===== src/common/smpw_cfg.svh =====
`ifndef SMPW_CFG_SVH
`define SMPW_CFG_SVH
`define SMPW_CLK_MHZ        40
`define SMPW_KICK_US        5000
`define SMPW_BITE_US        210000
`define SMPW_KICK_CYC       (`SMPW_KICK_US * `SMPW_CLK_MHZ)
`define SMPW_BITE_CYC       (`SMPW_BITE_US * `SMPW_CLK_MHZ)
`define SMPW_GAP_US         15000
`define SMPW_GAP_CYC        (`SMPW_GAP_US * `SMPW_CLK_MHZ)
`define SMPW_SIG_CYC        16'h4000
`define SMPW_PAGE_RST       8'h00
`define SMPW_PAGE_LAST_SUP  8'h0B
`define SMPW_PAGE_LAST_PWM  8'h07
`define SMPW_PAGE_LAST_ADC  8'h0F
`define SMPW_PAGE_INT_TEMP  8'h10
`define SMPW_PAGE_LAST      8'h14
`define SMPW_PAGE_ALL       8'hFF
`define SMPW_DAC_ADDR       8'hA0
`define SMPW_TEMP_ADDR0     8'h90
`define SMPW_CMD_PAGE       8'h00
`define SMPW_NCH            12
`define SMPW_RELOAD_CYC     8'h10
`define SMPW_PWM_SEVEN      7
`define SMPW_PSEN_TEN       10
`endif


===== src/common/smpw_pkg.sv =====
package smpw_pkg;
  typedef enum logic [3:0] {
    SMPW_CHECK  = 4'b0001,
    SMPW_RELOAD = 4'b0010,
    SMPW_RUN    = 4'b0100,
    SMPW_NULL   = 4'b1000
  } smpw_state_e;

  typedef enum logic [2:0] {
    SMPW_SEQ_IDLE = 3'b001,
    SMPW_SEQ_WAIT = 3'b010,
    SMPW_SEQ_ON   = 3'b100
  } smpw_chan_e;

  typedef enum logic [3:0] {
    SMPW_TGT_SUPPLY = 4'b0001,
    SMPW_TGT_ADC    = 4'b0010,
    SMPW_TGT_TEMP   = 4'b0100,
    SMPW_TGT_NONE   = 4'b1000
  } smpw_tgt_e;
endpackage : smpw_pkg


===== src/hw/smpw_core.sv =====
`timescale 1ns/100ps
`include "smpw_cfg.svh"
module smpw_core #(
  parameter int KICK_CYC = `SMPW_KICK_CYC,
  parameter int BITE_CYC = `SMPW_BITE_CYC,
  parameter int GAP_CYC  = `SMPW_GAP_CYC
) (
  // Clock and reset.
  input  wire logic        mclk,
  input  wire logic        sys_rst,
  // Byte command port from the serial engine.
  input  wire logic        cmd_wr,
  input  wire logic        cmd_rd,
  input  wire logic [7:0]  cmd_code,
  input  wire logic [7:0]  cmd_data,
  input  wire logic        cmd_common,
  input  wire logic        cmd_on_page,
  output logic      [7:0]  cmd_rdata,
  output logic             cmd_rvalid,
  output logic             cmd_invalid,
  // Memory check and configuration reload.
  input  wire logic        mem_check_done,
  input  wire logic        mem_check_ok,
  output logic             cfg_reload,
  input  wire logic        cfg_reload_done,
  // Watchdog restart from normal operation.
  input  wire logic        wdog_kick,
  // Per channel configuration.
  input  wire logic [11:0] fault_drive_en,
  input  wire logic [11:0] fault_resp_en,
  input  wire logic [11:0] chan_fault,
  input  wire logic [11:0] seq_wait_en,
  input  wire logic [11:0] sig_emit_en,
  input  wire logic [47:0] sig_code,
  input  wire logic [47:0] sig_wait_code,
  input  wire logic [15:0] event_wait_limit,
  input  wire logic [11:0] power_good,
  input  wire logic [11:0] chan_start,
  input  wire logic        second_fault_en,
  input  wire logic        third_fault_en,
  input  wire logic        alert_en,
  input  wire logic        clear_faults,
  // Shared lines, active low open drain.
  input  wire logic        onoff_line_zero,
  input  wire logic        onoff_line_one,
  input  wire logic [2:0]  shared_shutdown_line_in,
  output logic      [2:0]  shared_shutdown_line_out,
  output logic      [2:0]  shared_shutdown_line_oe_n,
  input  wire logic        order_signature_line_in,
  output logic             order_signature_line_out,
  output logic             order_signature_line_oe_n,
  // Supply outputs.
  output logic      [11:0] supply_enable_out,
  output logic      [11:0] supply_enable_oe_n,
  output logic      [7:0]  margin_drive_out,
  output logic      [7:0]  margin_drive_oe_n,
  output logic      [11:0] seq_timeout,
  // Page decode.
  output logic      [3:0]  page_target,
  output logic      [4:0]  page_index,
  output logic      [7:0]  page_bus_addr,
  output logic             page_all,
  output logic             page_gpio_cfg,
  // Status.
  output logic             status_cml,
  output logic             vendor_summary_flag,
  output logic             wdog_flag,
  output logic             alert_n,
  output logic             chip_reset
);

  // ****************************************************************
  // State.
  // ****************************************************************
  typedef struct packed {
    smpw_pkg::smpw_state_e st;
    logic [7:0]            channel_select_reg;
    logic [31:0]           wdog_cnt;
    logic                  wdog_flag;
    logic                  summary;
    logic                  cml;
    logic                  alert_n;
    logic                  chip_reset;
    logic [7:0]            rdata;
    logic                  rvalid;
    logic                  invalid;
    smpw_pkg::smpw_chan_e [11:0] ch;
    logic [11:0][15:0]     wait_cnt;
    logic [11:0]           tmo;
    logic [11:0]           pg_d;
    logic [3:0]            rx_sig;
    logic [3:0]            rx_bit;
    logic [15:0]           rx_cnt;
    logic                  rx_d;
    logic                  rx_hit;
    logic [3:0]            tx_sig;
    logic [4:0]            tx_bit;
    logic [15:0]           tx_cnt;
    logic [31:0]           tx_gap;
    logic [11:0]           tx_pend;
    logic                  tx_lvl;
    logic [2:0]            flt_out;
    logic [11:0]           en;
    logic [7:0]            pwm_oe_n;
    logic [11:0]           en_oe_n;
    logic [2:0]            flt_oe_n;
    logic                  seq_oe_n;
    logic [3:0]            tgt;
    logic [4:0]            idx;
    logic [7:0]            baddr;
    logic                  all;
    logic                  gpio;
  } smpw_state_s;

  smpw_state_s s_reg;
  smpw_state_s s_next;

  // Page range decode used by the page write check; the target map compares the page itself.
  function automatic logic page_valid(input logic [7:0] p);
    page_valid = (p <= `SMPW_PAGE_LAST) || (p == `SMPW_PAGE_ALL);
  endfunction : page_valid

  function automatic logic [3:0] sig_of(input logic [47:0] v, input int i);
    sig_of = v[i*4 +: 4];
  endfunction : sig_of

  logic [2:0] fault_seen;
  logic       on_cmd;
  logic       run;

  always_comb begin
    s_next = s_reg;
    s_next.rvalid = 1'b0;
    s_next.invalid = 1'b0;
    s_next.chip_reset = 1'b0;
    run = (s_reg.st == smpw_pkg::SMPW_RUN);
    on_cmd = !onoff_line_zero || !onoff_line_one;
    fault_seen = ~shared_shutdown_line_in;
    fault_seen[1] = fault_seen[1] & second_fault_en;
    fault_seen[2] = fault_seen[2] & third_fault_en;

    unique case (s_reg.st)
      smpw_pkg::SMPW_CHECK: begin
        if (mem_check_done) begin
          s_next.st = mem_check_ok ? smpw_pkg::SMPW_RELOAD
                                   : smpw_pkg::SMPW_NULL;
        end
      end
      smpw_pkg::SMPW_RELOAD: begin
        if (cfg_reload_done) begin
          s_next.st = smpw_pkg::SMPW_RUN;
          s_next.wdog_cnt = '0;
        end
      end
      smpw_pkg::SMPW_RUN: begin
        if (wdog_kick) begin
          s_next.wdog_cnt = '0;
        end else if (s_reg.wdog_cnt >= 32'(BITE_CYC - 1)) begin
          s_next.st = smpw_pkg::SMPW_RELOAD;
          s_next.chip_reset = 1'b1;
          s_next.wdog_flag = 1'b1;
          s_next.summary = 1'b1;
          s_next.alert_n = !alert_en;
          s_next.channel_select_reg = `SMPW_PAGE_RST;
          s_next.en = '0;
          for (int i = 0; i < `SMPW_NCH; i++) begin
            s_next.ch[i] = smpw_pkg::SMPW_SEQ_IDLE;
          end
        end else begin
          s_next.wdog_cnt = s_reg.wdog_cnt + 32'h1;
        end
      end
      smpw_pkg::SMPW_NULL: begin
        s_next.st = smpw_pkg::SMPW_NULL;
      end
      default: s_next.st = smpw_pkg::SMPW_CHECK;
    endcase

    // A clear is applied first so a same-cycle event still lands.
    if (clear_faults && run && cmd_wr == 1'b0) begin
      s_next.cml = 1'b0;
      s_next.wdog_flag = 1'b0;
      s_next.summary = 1'b0;
      s_next.alert_n = 1'b1;
      if (s_reg.wdog_cnt >= 32'(BITE_CYC - 1) && !wdog_kick) begin
        s_next.wdog_flag = 1'b1;
        s_next.summary = 1'b1;
        s_next.alert_n = !alert_en;
      end
    end

    // Page register and command checks.
    if (cmd_wr && run) begin
      if (cmd_code == `SMPW_CMD_PAGE) begin
        if (page_valid(cmd_data)) begin
          s_next.channel_select_reg = cmd_data;
        end else begin
          s_next.invalid = 1'b1;
          s_next.cml = 1'b1;
          s_next.alert_n = !alert_en;
        end
      end else if (!cmd_common && !cmd_on_page) begin
        s_next.cml = 1'b1;
        s_next.alert_n = !alert_en;
      end
    end
    if (cmd_rd && run) begin
      s_next.rvalid = 1'b1;
      s_next.rdata = (cmd_code == `SMPW_CMD_PAGE) ? s_reg.channel_select_reg
                                                  : 8'h00;
      if (cmd_code != `SMPW_CMD_PAGE && !cmd_common && !cmd_on_page) begin
        s_next.cml = 1'b1;
        s_next.alert_n = !alert_en;
      end
    end
    // Page map.
    s_next.all = (s_next.channel_select_reg == `SMPW_PAGE_ALL);
    s_next.gpio = (s_next.channel_select_reg <= `SMPW_PAGE_LAST_SUP);
    s_next.idx = s_next.channel_select_reg[4:0];
    s_next.baddr = 8'h00;
    if (s_next.channel_select_reg <= `SMPW_PAGE_LAST_SUP) begin
      s_next.tgt = smpw_pkg::SMPW_TGT_SUPPLY;
      if (s_next.channel_select_reg > `SMPW_PAGE_LAST_PWM) begin
        s_next.baddr = `SMPW_DAC_ADDR;
      end
    end else if (s_next.channel_select_reg <= `SMPW_PAGE_LAST_ADC) begin
      s_next.tgt = smpw_pkg::SMPW_TGT_ADC;
    end else if (s_next.channel_select_reg <= `SMPW_PAGE_LAST) begin
      s_next.tgt = smpw_pkg::SMPW_TGT_TEMP;
      if (s_next.channel_select_reg != `SMPW_PAGE_INT_TEMP) begin
        s_next.baddr = 8'(`SMPW_TEMP_ADDR0 + {s_next.channel_select_reg
                          - `SMPW_PAGE_INT_TEMP - 8'h01, 1'b0});
      end
    end else begin
      s_next.tgt = smpw_pkg::SMPW_TGT_NONE;
    end

    // Fault lines driven by faulting supplies.
    s_next.flt_out = '0;
    for (int i = 0; i < `SMPW_NCH; i++) begin
      if (chan_fault[i] && fault_drive_en[i] && run) begin
        s_next.flt_out = 3'b111;
      end
    end
    s_next.flt_out[1] = s_next.flt_out[1] & second_fault_en;
    s_next.flt_out[2] = s_next.flt_out[2] & third_fault_en;

    // Signature receiver: low pulses counted until a slot and a half passes without one.
    s_next.rx_d = order_signature_line_in;
    s_next.rx_hit = 1'b0;
    if (s_reg.rx_d && !order_signature_line_in) begin
      s_next.rx_bit = s_reg.rx_bit + 4'h1;
      // The window outlasts one slot so pulses of one code stay together.
      s_next.rx_cnt = `SMPW_SIG_CYC + (`SMPW_SIG_CYC >> 1);
    end else if (s_reg.rx_cnt != 16'h0) begin
      s_next.rx_cnt = s_reg.rx_cnt - 16'h1;
      if (s_reg.rx_cnt == 16'h1) begin
        s_next.rx_sig = s_reg.rx_bit;
        s_next.rx_hit = 1'b1;
        s_next.rx_bit = 4'h0;
      end
    end

    // Signature sender.
    s_next.pg_d = power_good;
    s_next.tx_pend = s_reg.tx_pend
                     | (power_good & ~s_reg.pg_d & sig_emit_en);
    s_next.tx_lvl = 1'b1;
    if (s_reg.tx_bit != 5'h0) begin
      s_next.tx_lvl = (s_reg.tx_cnt > (`SMPW_SIG_CYC >> 1));
      if (s_reg.tx_cnt == 16'h0) begin
        s_next.tx_cnt = `SMPW_SIG_CYC;
        s_next.tx_bit = s_reg.tx_bit - 5'h1;
      end else begin
        s_next.tx_cnt = s_reg.tx_cnt - 16'h1;
      end
      s_next.tx_gap = 32'(GAP_CYC);
    end else if (s_reg.tx_gap != 32'h0) begin
      s_next.tx_gap = s_reg.tx_gap - 32'h1;
    end else begin
      for (int i = `SMPW_NCH - 1; i >= 0; i--) begin
        if (s_next.tx_pend[i] && sig_of(sig_code, i) != 4'h0) begin
          s_next.tx_sig = sig_of(sig_code, i);
          s_next.tx_bit = {1'b0, sig_of(sig_code, i)};
          s_next.tx_cnt = `SMPW_SIG_CYC;
        end
      end
      s_next.tx_pend = '0;
    end

    // Per channel sequencing.
    for (int i = 0; i < `SMPW_NCH; i++) begin
      s_next.tmo[i] = 1'b0;
      unique case (s_reg.ch[i])
        smpw_pkg::SMPW_SEQ_IDLE: begin
          if (run && chan_start[i] && on_cmd && !(|fault_seen)) begin
            s_next.wait_cnt[i] = event_wait_limit;
            s_next.ch[i] = seq_wait_en[i] ? smpw_pkg::SMPW_SEQ_WAIT
                                          : smpw_pkg::SMPW_SEQ_ON;
          end
        end
        smpw_pkg::SMPW_SEQ_WAIT: begin
          if (s_reg.rx_hit && s_reg.rx_sig == sig_of(sig_wait_code, i)) begin
            s_next.ch[i] = smpw_pkg::SMPW_SEQ_ON;
          end else if (event_wait_limit != 16'h0) begin
            if (s_reg.wait_cnt[i] == 16'h0) begin
              s_next.tmo[i] = 1'b1;
              s_next.ch[i] = smpw_pkg::SMPW_SEQ_IDLE;
            end else begin
              s_next.wait_cnt[i] = s_reg.wait_cnt[i] - 16'h1;
            end
          end
        end
        smpw_pkg::SMPW_SEQ_ON: begin
          s_next.ch[i] = smpw_pkg::SMPW_SEQ_ON;
        end
        default: s_next.ch[i] = smpw_pkg::SMPW_SEQ_IDLE;
      endcase
      if (!on_cmd || (fault_resp_en[i] && |fault_seen)) begin
        s_next.ch[i] = smpw_pkg::SMPW_SEQ_IDLE;
      end
      s_next.en[i] = (s_next.ch[i] == smpw_pkg::SMPW_SEQ_ON);
    end

    // Pin release: a failed check floats all but the primary fault line.
    s_next.en_oe_n = (s_next.st == smpw_pkg::SMPW_RUN) ? 12'h000 : 12'hFFF;
    s_next.pwm_oe_n = (s_next.st == smpw_pkg::SMPW_RUN) ? 8'h00 : 8'hFF;
    s_next.en_oe_n[`SMPW_PSEN_TEN] = s_next.en_oe_n[`SMPW_PSEN_TEN]
                                     | third_fault_en;
    s_next.pwm_oe_n[`SMPW_PWM_SEVEN] = s_next.pwm_oe_n[`SMPW_PWM_SEVEN]
                                       | second_fault_en;
    s_next.flt_oe_n = ~s_next.flt_out;
    s_next.seq_oe_n = s_next.tx_lvl;
    if (s_next.st == smpw_pkg::SMPW_NULL) begin
      s_next.flt_oe_n = 3'b110;
      s_next.seq_oe_n = 1'b1;
    end
  end

  always_ff @(posedge mclk) begin
    if (sys_rst) begin
      s_reg <= '0;
      s_reg.st <= smpw_pkg::SMPW_CHECK;
      s_reg.channel_select_reg <= `SMPW_PAGE_RST;
      s_reg.alert_n <= 1'b1;
      s_reg.rx_d <= 1'b1;
      s_reg.tx_lvl <= 1'b1;
      s_reg.tgt <= smpw_pkg::SMPW_TGT_SUPPLY;
      s_reg.gpio <= 1'b1;
      s_reg.en_oe_n <= 12'hFFF;
      s_reg.pwm_oe_n <= 8'hFF;
      s_reg.flt_oe_n <= 3'b111;
      s_reg.seq_oe_n <= 1'b1;
      for (int i = 0; i < `SMPW_NCH; i++) begin
        s_reg.ch[i] <= smpw_pkg::SMPW_SEQ_IDLE;
      end
    end else begin
      s_reg <= s_next;
    end
  end

  // Outputs come from the state flops; the shutdown, signature and margin drive values are tied low.
  assign cmd_rdata = s_reg.rdata;
  assign cmd_rvalid = s_reg.rvalid;
  assign cmd_invalid = s_reg.invalid;
  assign cfg_reload = (s_reg.st == smpw_pkg::SMPW_RELOAD);
  assign shared_shutdown_line_out = 3'b000;
  assign shared_shutdown_line_oe_n = s_reg.flt_oe_n;
  assign order_signature_line_out = 1'b0;
  assign order_signature_line_oe_n = s_reg.seq_oe_n;
  assign supply_enable_out = s_reg.en;
  assign supply_enable_oe_n = s_reg.en_oe_n;
  assign margin_drive_out = 8'h00;
  assign margin_drive_oe_n = s_reg.pwm_oe_n;
  assign seq_timeout = s_reg.tmo;
  assign page_target = s_reg.tgt;
  assign page_index = s_reg.idx;
  assign page_bus_addr = s_reg.baddr;
  assign page_all = s_reg.all;
  assign page_gpio_cfg = s_reg.gpio;
  assign status_cml = s_reg.cml;
  assign vendor_summary_flag = s_reg.summary;
  assign wdog_flag = s_reg.wdog_flag;
  assign alert_n = s_reg.alert_n;
  assign chip_reset = s_reg.chip_reset;

endmodule : smpw_core


===== config.mk =====
export PLATFORM = sky130hd
export DESIGN_NAME = smpw_core
export DESIGN_NICKNAME = d
export VERILOG_FILES = /design/src/common/smpw_pkg.sv /design/src/hw/smpw_core.sv
export VERILOG_INCLUDE_DIRS = /design/src /design/src/common
export SDC_FILE = /design/constraint.sdc
export NUM_CORES = 1
export LEC_CHECK = 0
export BUFFER_PORTS_ARGS = -buffer_cell sky130_fd_sc_hd__buf_2
export CAP_MARGIN = 20
export CORE_MARGIN = 2
export CORE_UTILIZATION = 45
export DETAILED_ROUTE_END_ITERATION = 12
export PLACE_DENSITY = 0.71
export SKIP_CTS_REPAIR_TIMING = 1
export SLEW_MARGIN = 0
export SYNTH_ARGS = -nofsm -noshare
export SYNTH_HDL_FRONTEND = slang
export SYNTH_SLANG_ARGS = --single-unit

===== constraint.sdc =====
create_clock -name mclk -period 7.6 [get_ports mclk]
set_input_delay 1.9 -clock mclk [delete_from_list [all_inputs] [get_ports mclk]]
set_output_delay 1.9 -clock mclk [all_outputs]
set_load 0.01 [all_outputs]

==> flow_summary.ini <==
[logic_synthesis]
synth-xor-area-share_pct = 4.86
synth-main-ff-cell = dfxtp_1
synth.avg_cell_area_um2 = 7.59
synth.distinct_cells = 93
yosysWarningCount = 0
synth-adder-area-share_pct = 1.19
synth-edff-count = 0
synthArstFlopShare_pct = 0
synth.area.top_cells = dfxtp_1 (36%), nor2_1 (6.2%), nand2_1 (5.6%)
synth_top_area_share_pct = 35.9
syn_area_um2 = 24200
synth_mux_area_share_pct = 0.274
yosys.area_share.simple_pct = 27.1
synth_compound_area_share_pct = 23.8
synth_cells = 3183
synth_top_area_cell = dfxtp_1
synth_seq_cells = 433
synth_top_family_by_area = simple AND/OR/NAND/NOR gates
synth-seq-area-share_pct = 35.9

[worst_setup_path]
regToRegEndpoint = page_bus_addr[5]
reg2reg_slack_ps = 3580
worstSetupStartpoint = onoff_line_one
worstPathMaxFanout = 31
r2r_start = s_reg[462]
timing.critical_path.buf_inv = 1
required_ps = 8100
cp.depth = 8
crit_path_end_kind = register
slowest_delay_ps = 850
start_kind = input pin
critPathArrivalTime_ps = 4900
cp_slowest_cell = o2111a_1
worstPathCellList = buf_2 > nand2_1 > o2111a_1 > nand4_1 > o31ai_1 > o21a_1 > o21ai_0 > a221oi_1
cp_top_family = compound AO/OA/AOI/OAI gates
ff2ff_path_depth = 14
path_class = input pin to register
crit_end = s_reg[242]

[drt]
first_pass_iters = 5
avgRoutedWirePerCell_um = 17.2
drc = 0
drt-initial-drc-count = 1953
wl_mm = 69.6
vias = 23600
ant_nets = 0
viasPerCell = 5.81

[sta]
slew_headroom_pct = 30.7
final_max_slew_viol_count = 0
tightestPinTransition_ps = 1040
skew_ps = 17.9
period_minus_slack_ps = 4400
finalSetupTns_ps = 0
hold_ws_ps = 463
final_hold_viol_count = 0
fmax_mhz = 227
rsz0062_at_grt = no
finalSetupViolCount = 0
period_share_pct = 58.0

[grt]
busiest_layer = met2
use_met2_pct = 37.7
grt.total_usage_pct = 23.9
grt_pass1_wl_mm = 110
grtUsageMet3_pct = 3.17
antenna_found_initial = 10
first_global_vias = 20900
grt_overflow = 0
met1_usage_pct = 33.2
grt_max_degree = 87

[clock_network]
htree_num_levels = 2
cts_buffers = 51
cts_tree = yes
root_buffer = clkbuf_16
max-clock-path-buffers = 3
cts.clk_slew.worst_paths_ps = 60
clk_latency_ps = 610
cts_sinks = 433

[place]
numPortBuffers = 313
dp_hpwl_mm = 47.1
gp_congestion = 0.888

[layout]
fill_cells = 5043
largest_register_ffs = 375
syn2layout_area_growth_pct = 13.8
nNetsFinal = 3575
drive_gt1_share_pct = 15.2

[die]
die_y_um = 236
core_area_um2 = 52900
die-width_um = 236
rows = 84
start_util_pct = 45.7
fp.dieArea_um2 = 55600
io_pins = 327

[run_status]
status = completed

[worst_hold_path]
hp-class = register to register
hold_path_depth = 2

[power]
p_sw_share_pct = 28.9
leakagePower_uw = 0.0107
clock_power_share_pct = 42.6
p_total_uw = 6320
power.density_nw_per_um2 = 230
p_int_uw = 4490
p_comb_share_pct = 18.0
power.switching_uw = 1830
p_seq_share_pct = 39.4
ir_worst_vdd_mv = 0.199

[run]
drv_cap = 0
## cell usage after synthesis (69+ instances only)
master    instances
xnor2_1          69
a211oi_1         83
nor3_1          109
clkbuf_1        165
a22oi_1          76
nor2_1          400
inv_1            79
o21ai_0         268
a21oi_1         189
dfxtp_1         433
nand2_1         359
buf_4            85
## cell type report
class	instances	area, um2	share of cell area (%)
clock inverters	23	378	1.37
repair buffers	348	1860	6.77
clock buffers	71	1480	5.39
well taps	688	861	3.13
multi-input cells	2407	13900	50.7
diodes	7	17.5	0.0637
flip-flops and latches	433	8670	31.5
inverters	79	297	1.08
## stage by stage
step | utilization [%] | worst slack, ps | instances | instance area, um2
floorplan | - | 3110 | 3195 | 24200
global placement | 48.4 | 2600 | 3949 | 25600
detailed placement | 48.4 | 2590 | 3951 | 25600
CTS | 51.9 | 3220 | 4045 | 27400
global route | 52.0 | 2840 | 4056 | 27500
finish | 52.0 | 3200 | 4056 | 27500
## metal layers
layer | vias up | wire (um)
met1 | 11000 | 31900
met4 | 4 | 2050
met3 | 123 | 4680
li1 | 11700 | -
met2 | 756 | 31000
met5 | - | 27
## worst register-to-register path, cell delays in order (launching register included)
cell	delay, ps
dfxtp_1	380
or4b_1	700
nor2_1	240
o21ai_1	160
nor2_4	310
buf_4	450
nor2_1	120
a21oi_1	330
ha_1	260
o221ai_1	180
xnor2_1	180
ha_1	300
nand3_1	60
o22a_1	180
nor3_1	120
## kinds of logic (layout without fill, tap and decap cells)
family	Yosys count	count (layout)
flip-flops	433	433
other	1	20
AO/OA/AOI/OAI	902	902
adder cells (fa/ha/maj)	23	23
multiplexers	6	6
XOR/XNOR	134	134
buffers and inverters	355	521
AND/OR/NAND/NOR	1329	1329
## placed cells by master, fill, tap and decap left out, types with 14 or more instances in the layout
cell / synthesis / final
dfxtp_1: 433 / 433
nor2_1: 400 / 398
nand2_1: 359 / 359
buf_2: 13 / 313
o21ai_0: 268 / 267
a21oi_1: 189 / 188
nor3_1: 109 / 107
a211oi_1: 83 / 83
inv_1: 79 / 79
a22oi_1: 76 / 76
xnor2_1: 69 / 69
xor2_1: 65 / 65
nand3_1: 62 / 62
or3_1: 55 / 55
nor4_1: 52 / 52
clkbuf_16: 0 / 51
o22ai_1: 47 / 47
nand2b_1: 42 / 42
or4_1: 38 / 38
nor2b_1: 32 / 32
a221oi_1: 31 / 31
o31ai_1: 31 / 30
buf_4: 85 / 29
ha_1: 23 / 23
nand4_1: 22 / 22
and2_1: 21 / 21
nor3b_1: 27 / 20
or2_2: 18 / 18
o32ai_1: 16 / 16
a31oi_1: 15 / 15
a22o_1: 15 / 15
clkbuf_8: 0 / 14
## power groups by stage
stage               logic (uW)  registers, uW  clock network [uW]
floorplan                  889           2510                   0
global placement          1110           2530                   0
detailed placement        1130           2530                   0
CTS                       1130           2490                2740
global route              1270           2500                2830
finish                    1140           2490                2690
## worst min path at each step
stage,startpoint,end,slack [ps]
after floorplan,s_reg[452],s_reg[452],430
final,s_reg[151],s_reg[151],460
after CTS,s_reg[151],s_reg[151],460
after detailed placement,s_reg[452],s_reg[452],450
after global routing,status_cml,status_cml,480
after global placement,status_cml,status_cml,440
Power figures use the tool's default switching activity.
